`config.mk`:
```
export PLATFORM = sky130hd
export DESIGN_NAME = qdc_command_control
export DESIGN_NICKNAME = d
export VERILOG_FILES = /design/src/inc/qdc_pkg.sv /design/src/rtl/qdc_command_control.sv
export VERILOG_INCLUDE_DIRS = /design/src /design/src/inc
export SDC_FILE = /design/constraint.sdc
export NUM_CORES = 1
export LEC_CHECK = 0
export BUFFER_PORTS_ARGS = -buffer_cell sky130_fd_sc_hd__buf_2
export CELL_PAD_IN_SITES_DETAIL_PLACEMENT = 0
export CELL_PAD_IN_SITES_GLOBAL_PLACEMENT = 2
export CORE_MARGIN = 2
export CORE_UTILIZATION = 42
export CTS_CLUSTER_DIAMETER = 80
export DETAILED_ROUTE_END_ITERATION = 12
export GPL_TIMING_DRIVEN = 0
export HOLD_SLACK_MARGIN = 0.06
export MAX_ROUTING_LAYER = met4
export PLACE_DENSITY_LB_ADDON = 0.1
export SLEW_MARGIN = 20
export SYNTH_ARGS = -nofsm -noshare
export SYNTH_HDL_FRONTEND = slang
export SYNTH_SLANG_ARGS = --single-unit
```
`constraint.sdc`:
```
create_clock -name clk -period 4.01 [get_ports clk]
set_input_delay 0.401 -clock clk [delete_from_list [all_inputs] [get_ports clk]]
set_output_delay 0.401 -clock clk [all_outputs]
set_load 0.02 [all_outputs]
```
`src/inc/qdc_params.svh`:
```
// Purpose: Constants for the quad converter command control block
// Assumes: 24-bit serial frames, 16-bit registers
// Notes:   Field positions, addresses and reset values
`ifndef QDC_PARAMS_SVH
`define QDC_PARAMS_SVH
`define QDC_FRAME_BITS      24
`define QDC_RW_POS          23
`define QDC_ADDR_HI         19
`define QDC_ADDR_LO         16
`define QDC_ADDR_CMD        4'h0
`define QDC_ADDR_MON        4'h1
`define QDC_ADDR_DAC0       4'h4
`define QDC_ADDR_DAC3       4'h7
`define QDC_CMD_RESET       16'h033C
`define QDC_BIT_SRC         15
`define QDC_BIT_SYNC_LOAD   14
`define QDC_BIT_RST         13
`define QDC_BIT_PD_LOW      12
`define QDC_BIT_PD_HIGH     11
`define QDC_BIT_RSVD        10
`define QDC_BIT_GP1         9
`define QDC_BIT_GP0         8
`define QDC_BIT_DSDO        7
`define QDC_BIT_NOP         6
`define QDC_CMD_WMASK       16'hFBBC
`define QDC_DAC_MASK        16'hFFFC
`define QDC_MON_MASK        16'hF800
`endif

```
`src/inc/qdc_pkg.sv`:
```
// Purpose: Types for the quad converter command control block
// Assumes: qdc_params.svh gives the numbers
// Notes:   Frame fields travel as one packed struct
package qdc_pkg;
    typedef struct packed {
        logic       readReq;
        logic [2:0] zeros;
        logic [3:0] addr;
        logic [15:0] data;
    } qdc_frame_s;
    typedef enum logic [1:0] {
        QDC_IDLE,
        QDC_SHIFT,
        QDC_DONE
    } qdc_state_e;
endpackage

```
`src/rtl/qdc_command_control.sv`:
```
// Purpose: Serial slave with command register, latch loading, power-down, GPIO
// Assumes: spiSclk, spiCsN, spiSdi sampled on clk; clk much faster than spiSclk
// Notes:   Software reset clears register state like rst_n but only for one cycle; input-sampling flops and sdoEn_q keep following their inputs
`timescale 1ns/10ps
`include "qdc_params.svh"
module qdc_command_control #(
    parameter int CHANNELS = 4,
    parameter int DATA_W   = 16
) (
    // Clock and reset
    input  wire logic                clk,
    input  wire logic                rst_n,
    // Serial link from host
    input  wire logic                spiSclk,
    input  wire logic                spiCsN,
    input  wire logic                spiSdi,
    output logic                     serialOutPin,
    output logic                     serialOutEn,
    // Load strobe, active low
    input  wire logic                latchLoadStrobePinN,
    // General-purpose open-drain pins
    input  wire logic [1:0]          gpioIn,
    output logic      [1:0]          gpioOut,
    output logic      [1:0]          gpioOe,
    // Converter side
    output logic [CHANNELS-1:0][DATA_W-1:0] dacLatch,
    output logic [CHANNELS-1:0]      chanPowerDown
);
    import qdc_pkg::*;

    initial begin
        if (CHANNELS != 4 || DATA_W != 16) begin
            $error("qdc_command_control supports 4 channels of 16 bits only");
        end
    end

    // Serial front end state
    logic                 sclkPrev_q, sclkPrev_d;
    logic [23:0]          shiftIn_q, shiftIn_d;
    logic [15:0]          shiftOut_q, shiftOut_d;
    logic [4:0]           bitCnt_q, bitCnt_d;
    logic                 sdo_q, sdo_d;
    logic                 sdoEn_q, sdoEn_d;
    logic                 csPrev_q, csPrev_d;
    qdc_state_e           state_q, state_d;
    // Register state
    logic [15:0]          cmd_q, cmd_d;
    logic [15:0]          mon_q, mon_d;
    logic [CHANNELS-1:0][15:0] inReg_q, inReg_d;
    logic [CHANNELS-1:0][15:0] latch_q, latch_d;
    logic [CHANNELS-1:0]  touched_q, touched_d;
    logic [15:0]          readData_q, readData_d;
    logic                 strobePrev_q, strobePrev_d;
    logic                 swReset_q, swReset_d;
    logic [1:0]           gpioSamp_q, gpioSamp_d;
    logic [1:0]           gpioOe_q, gpioOe_d;
    logic                 frameEnd;
    logic [3:0]           fAddr;
    logic                 fRead;
    logic [15:0]          fData;
    logic                 loadNow;
    qdc_frame_s           frame;

    // Frame decode
    always_comb begin
        frame = qdc_frame_s'(shiftIn_q);
        fRead = frame.readReq;
        fAddr = frame.addr;
        fData = frame.data;
    end

    // Serial shifter: sample on rising, shift out on falling sclk
    always_comb begin
        sclkPrev_d = spiSclk;
        csPrev_d   = spiCsN;
        shiftIn_d  = shiftIn_q;
        shiftOut_d = shiftOut_q;
        bitCnt_d   = bitCnt_q;
        sdo_d      = sdo_q;
        sdoEn_d    = !spiCsN && !cmd_q[`QDC_BIT_DSDO];
        state_d    = state_q;
        frameEnd   = 1'b0;
        unique case (state_q)
            QDC_IDLE: begin
                if (!spiCsN) begin
                    state_d  = QDC_SHIFT;
                    bitCnt_d = 5'h00;
                    sdo_d    = readData_q[15];
                    shiftOut_d = readData_q;
                end
            end
            QDC_SHIFT: begin
                if (spiCsN) begin
                    state_d = QDC_DONE;
                end else if (spiSclk && !sclkPrev_q) begin
                    shiftIn_d = {shiftIn_q[22:0], spiSdi};
                    if (bitCnt_q != 5'h1F) begin
                        bitCnt_d = bitCnt_q + 5'h01;
                    end
                end else if (!spiSclk && sclkPrev_q) begin
                    shiftOut_d = {shiftOut_q[14:0], 1'b0};
                    sdo_d      = shiftOut_q[14];
                end
            end
            QDC_DONE: begin
                state_d  = QDC_IDLE;
                frameEnd = (bitCnt_q == 5'(`QDC_FRAME_BITS));
            end
        endcase
    end

    // Register file, loading and self-clearing bits
    always_comb begin
        cmd_d        = cmd_q;
        mon_d        = mon_q;
        inReg_d      = inReg_q;
        latch_d      = latch_q;
        touched_d    = touched_q;
        readData_d   = readData_q;
        strobePrev_d = latchLoadStrobePinN;
        gpioSamp_d   = gpioIn;
        swReset_d    = 1'b0;
        loadNow      = 1'b0;
        if (frameEnd && !fRead) begin
            if (fAddr == `QDC_ADDR_CMD) begin
                cmd_d = (fData & `QDC_CMD_WMASK) | (cmd_q & ~`QDC_CMD_WMASK);
                cmd_d[`QDC_BIT_NOP] = 1'b0;
                if (!latchLoadStrobePinN) begin
                    cmd_d[`QDC_BIT_SYNC_LOAD] = 1'b0;
                end
                swReset_d = fData[`QDC_BIT_RST];
            end else if (fAddr == `QDC_ADDR_MON) begin
                mon_d = fData & `QDC_MON_MASK;
            end
        end
        // Strobe falling edge or load bit triggers transfer
        loadNow = (strobePrev_q && !latchLoadStrobePinN)
                || (cmd_q[`QDC_BIT_SYNC_LOAD] && latchLoadStrobePinN);
        if (loadNow) begin
            cmd_d[`QDC_BIT_SYNC_LOAD] = 1'b0;
        end
        // Pin enable follows the next command value so it leaves a flop
        gpioOe_d = ~cmd_d[`QDC_BIT_GP1:`QDC_BIT_GP0];
        for (int i = 0; i < CHANNELS; i++) begin
            if (loadNow && touched_q[i]) begin
                latch_d[i]   = inReg_q[i];
                touched_d[i] = 1'b0;
            end else if (!latchLoadStrobePinN) begin
                latch_d[i]   = inReg_q[i];
                touched_d[i] = 1'b0;
            end
            // Set wins over clear: a write in the load cycle stays pending
            if (frameEnd && !fRead && fAddr == `QDC_ADDR_DAC0 + 4'(i)) begin
                inReg_d[i]   = fData & `QDC_DAC_MASK;
                touched_d[i] = 1'b1;
            end
        end
        if (frameEnd && fRead) begin
            readData_d = 16'h0000;
            if (fAddr == `QDC_ADDR_CMD) begin
                readData_d = cmd_q;
                readData_d[`QDC_BIT_RSVD] = 1'b0;
                readData_d[`QDC_BIT_NOP]  = 1'b0;
                readData_d[`QDC_BIT_GP1]  = gpioSamp_q[1];
                readData_d[`QDC_BIT_GP0]  = gpioSamp_q[0];
            end else if (fAddr == `QDC_ADDR_MON) begin
                readData_d = mon_q;
            end else if (fAddr >= `QDC_ADDR_DAC0 && fAddr <= `QDC_ADDR_DAC3) begin
                readData_d = cmd_q[`QDC_BIT_SRC] ? latch_q[2'(fAddr)]
                                                 : inReg_q[2'(fAddr)];
            end
        end
    end

    // Registers; software reset acts like the reset pin except for the input-sampling flops and sdoEn_q
    always_ff @(posedge clk or negedge rst_n) begin
        if (!rst_n) begin
            sclkPrev_q   <= 1'b0;
            csPrev_q     <= 1'b1;
            shiftIn_q    <= 24'h000000;
            shiftOut_q   <= 16'h0000;
            bitCnt_q     <= 5'h00;
            sdo_q        <= 1'b0;
            sdoEn_q      <= 1'b0;
            state_q      <= QDC_IDLE;
            cmd_q        <= `QDC_CMD_RESET;
            mon_q        <= 16'h0000;
            inReg_q      <= '0;
            latch_q      <= '0;
            touched_q    <= '0;
            readData_q   <= 16'h0000;
            strobePrev_q <= 1'b1;
            swReset_q    <= 1'b0;
            gpioSamp_q   <= 2'h3;
            gpioOe_q     <= 2'h0;
        end else if (swReset_q) begin
            sclkPrev_q   <= sclkPrev_d;
            csPrev_q     <= csPrev_d;
            shiftIn_q    <= 24'h000000;
            shiftOut_q   <= 16'h0000;
            bitCnt_q     <= 5'h00;
            sdo_q        <= 1'b0;
            sdoEn_q      <= sdoEn_d;
            state_q      <= QDC_IDLE;
            cmd_q        <= `QDC_CMD_RESET;
            mon_q        <= 16'h0000;
            inReg_q      <= '0;
            latch_q      <= '0;
            touched_q    <= '0;
            readData_q   <= 16'h0000;
            strobePrev_q <= strobePrev_d;
            swReset_q    <= 1'b0;
            gpioSamp_q   <= gpioSamp_d;
            gpioOe_q     <= 2'h0;
        end else begin
            sclkPrev_q   <= sclkPrev_d;
            csPrev_q     <= csPrev_d;
            shiftIn_q    <= shiftIn_d;
            shiftOut_q   <= shiftOut_d;
            bitCnt_q     <= bitCnt_d;
            sdo_q        <= sdo_d;
            sdoEn_q      <= sdoEn_d;
            state_q      <= state_d;
            cmd_q        <= cmd_d;
            mon_q        <= mon_d;
            inReg_q      <= inReg_d;
            latch_q      <= latch_d;
            touched_q    <= touched_d;
            readData_q   <= readData_d;
            strobePrev_q <= strobePrev_d;
            swReset_q    <= swReset_d;
            gpioSamp_q   <= gpioSamp_d;
            gpioOe_q     <= gpioOe_d;
        end
    end

    // Outputs, all from flip-flops except gpioOut, tied to zero
    assign serialOutPin  = sdo_q;
    assign serialOutEn   = sdoEn_q;
    assign dacLatch      = latch_q;
    assign gpioOut       = 2'h0; // Open drain: only ever pulls low
    assign gpioOe        = gpioOe_q;
    assign chanPowerDown = {{2{cmd_q[`QDC_BIT_PD_HIGH]}},
                            {2{cmd_q[`QDC_BIT_PD_LOW]}}};
endmodule // qdc_command_control

```
==> metrics.txt <==
run status completed; fin crit share 61.96%; area share of the largest cell type after synthesis 49.44%; beginning of the worst register-to-register path cmd_q[15]; Final Cell Area approximately 12000 um^2; wire per inst around 22 um; sum of routed wire length over all layers 31160 um; area of the multi-input gates between 4000 and 5000 um^2; number of cells on the worst reg-to-reg path 4; number of rows in the core area 55; reg-to-reg slack, setup about 1.5 ns; highest metal used met4; global-route wire length before repair about 47000 um; setup clock skew after layout 0.01100 ns; count of unresolved DRC violations after routing 0; unique cell type count in the Yosys netlist 54; number of antenna violations at the first check in global routing 0; sequential share of the synthesized area 51.85%; GPL Wtd Cong between 0.8 and 0.9; Endpoint, Worst Hold serialOutEn; cell types occupying the most area after synthesis sky130_fd_sc_hd__dfrtp_1, sky130_fd_sc_hd__mux2i_1, sky130_fd_sc_hd__nand2_1; Cells after Synth 945; worst vdd ir between 200 and 250 uV; utilization after layout 50.80%; post-cts hold buffer count 5; post-cts sizing count 0; r2r endpoint readData_q[8]; layout net count about 1100; count of input and output buffers roughly 70; total power of the final layout about 4900 uW; initial standard-cell utilization of the core 43.11%; maximum level of the CTS H-tree 1; number of buffers on the longest clock path 3; number of nets with antenna violations after routing 0; vias in the first global route between 7000 and 8000; die outline width between 150 and 200 um; Slew Limit Headroom 48.12%; fraction of registers with async set/reset 100.0%; source of the worst hold timing path spiCsN; routed wl met2 roughly 14000 um; post-CTS setup buffer count 0; Worst Setup End Kind flip-flop; unrepaired setup endpoints after global routing false; cell area reported after detailed placement 10670 um^2; fillers around 2200; clock root buffer sky130_fd_sc_hd__clkbuf_16; class of the tightest hold or removal check input pin to flip-flop; area occupied by registers slightly above 5000 um^2; sinks on the clock net around 200; Synth warnings 0; cell count of the worst hold path 2; number of storage elements in the synthesis netlist a little over 200; LEAKAGE ~0.0056 uW; Placed Cells roughly 1300; highest fanout seen on the critical path 10; netlist area before placement 9819 um^2; clock slew at the register clock pins of the worst setup and hold paths 0.06 ns; count of non-filler cells in the finished layout about 1400; number of placed I/O pins between 80 and 90; CTS tree done; via density per instance between 5 and 6; overall fraction of global-route tracks in use a little over a quarter; Hold Fails Final Rpt 0; mean area per synthesized cell a little over 10 um^2; Max-cap violations 0; WP data arrival ~2.9 ns; Worst Setup Path Type flip-flop to flip-flop; cell type contributing the most total cell area after synthesis sky130_fd_sc_hd__dfrtp_1; final period demand of the worst path between 2 and 2.5 ns; Detail Route met3 WL about 1400 um; Starting DRT DRC Count 495; half-perimeter wire length after placement roughly 22000 um; insertion delay of the later-clocked pin in the worst-skew pair about 0.52 ns; number of synthesized flops with an enable pin 0; Layout area overhead 17.85%; drt pass-1 iters 5; vertical die dimension 156.9 um; total via count in the routed design about 7400; Core Area 22780 um^2; Die Area 24620 um^2; final setup violating endpoints 0; CTS Buf Count 24; kind of launch point of the worst setup path flip-flop; overall overflow remaining after global route 0; antenna diode instance count 0; FMAX between 400 and 500 MHz; most common flop cell mapped by yosys sky130_fd_sc_hd__dfrtp_1; slew at the pin closest to its max-slew limit approximately 0.78 ns; pwr/cell area 426.3 nW/um^2; share of cells above drive strength 1 19.42%; total count of max-transition violations in the final report 0; data required time of the worst path approximately 4.4 ns; pin count of the biggest net entering global routing 73; Met1 Routed Length around 15000 um
## synth_stat cells (4+ instances only)
cell type and number:
sky130_fd_sc_hd__o22ai_1 17, sky130_fd_sc_hd__nand2b_1 62, sky130_fd_sc_hd__dfstp_2 9, sky130_fd_sc_hd__buf_4 22, sky130_fd_sc_hd__a21oi_1 52, sky130_fd_sc_hd__nand3b_1 5, sky130_fd_sc_hd__nor2b_1 7, sky130_fd_sc_hd__buf_6 7
sky130_fd_sc_hd__nand2_1 171, sky130_fd_sc_hd__clkbuf_1 35, sky130_fd_sc_hd__nor2_1 66, sky130_fd_sc_hd__o21ai_0 57, sky130_fd_sc_hd__nand3_1 7, sky130_fd_sc_hd__buf_2 24, sky130_fd_sc_hd__and2_1 8, sky130_fd_sc_hd__o31ai_1 14
sky130_fd_sc_hd__inv_1 4, sky130_fd_sc_hd__mux2_2 4, sky130_fd_sc_hd__ha_1 7, sky130_fd_sc_hd__o22a_1 4, sky130_fd_sc_hd__mux2i_1 99, sky130_fd_sc_hd__o32ai_1 4, sky130_fd_sc_hd__dfrtp_1 194, sky130_fd_sc_hd__o21ai_1 7
sky130_fd_sc_hd__mux4_2 20
## critical path: stages, from the launching register on
cell and delay, ns:
sky130_fd_sc_hd__dfrtp_1 0.61, sky130_fd_sc_hd__clkbuf_1 0.53, sky130_fd_sc_hd__buf_2 0.49, sky130_fd_sc_hd__mux2i_1 0.54, sky130_fd_sc_hd__o22ai_1 0.16
## report_power, final
group / internal [uW] / switching, uW / leakage (uW) / total (uW)
Sequential: 2090 / 55.9 / 0.00278 / 2150
Combinational: 145 / 293 / 0.00238 / 438
Clock: 1460 / 889 / 0.000418 / 2350
Total: 3700 / 1240 / 0.00557 / 4930
## metrics by stage
stage	TNS, ns	setup WS [ns]	hold slack, ns
after floorplan	0	2.294	0.1054
after global placement	-234.63	-1.226	0.4600
after detailed placement	0	1.551	0.3787
after CTS	0	1.542	0.06032
after global routing	0	1.476	0.06493
final	0	1.525	0.07250
## how the worst max path moves through the flow
stage	cells past startpoint	start	end	slack, ns
finish	4	cmd_q[15]	readData_q[8]	1.53
floorplan	7	bitCnt_q[0]	bitCnt_q[4]	2.29
global placement	1	rst_n	dacLatch[6]	-1.23
global route	4	cmd_q[15]	readData_q[8]	1.48
CTS	4	cmd_q[15]	readData_q[8]	1.54
detailed placement	4	cmd_q[15]	readData_q[8]	1.55
## cells by family after synthesis
kind of cell	count (synthesis)	synth area share, %
AND/OR/NAND/NOR	349	16.78
flip-flops	203	51.85
AO/OA/AOI/OAI	165	9.646
multiplexers	123	15.14
buffers and inverters	94	5.390
adder cells (fa/ha/maj)	7	0.8919
XOR/XNOR	3	0.2676
other	1	0.03819
## metal layers
layer  up-vias  GRT usage [%]
li1       3452              -
met1      3777          38.12
met2       178          40.37
met3        40          3.084
met4         0          7.471
met5         -              -
## state kept, by name, indices dropped and copies added, names as in the netlist
name and count:
frame 24, mon_q 5, gpioOe 2, touched_q 4
dacLatch 56, readData_q 15, swReset_q 1, inReg_q 56
gpioSamp_q 2, state_q 2, cmd_q 12, shiftOut_q 15
strobePrev_q 1, serialOutPin 1, serialOutEn 1, bitCnt_q 5
sclkPrev_q 1
## layout make-up
cell class                      count  area share [%]
Timing Repair Buffer               78           4.065
Clock buffer                       36           6.368
Buffer                             90           4.444
Clock inverter                      8           1.038
Sequential cell                   203           43.99
Multi-Input combinational cell    657           36.58
Inverter                            4          0.1297
Tap cell                          313           3.384
## layout by cell type (no fill, tap or decap), drive strengths merged, types with 5 or more instances in the layout
cell,instances
o22ai,17
nand2,171
mux2i,99
conb,10
nand3b,5
nor2b,7
dfrtp,194
o21ai,64
nand2b,62
and2,8
dlygate4sd3,5
ha,7
dfstp,9
nand3,9
clkbuf,71
mux4,20
buf,128
nor2,66
o31ai,14
a21oi,53
No activity file was read; power rests on OpenSTA's default activity.
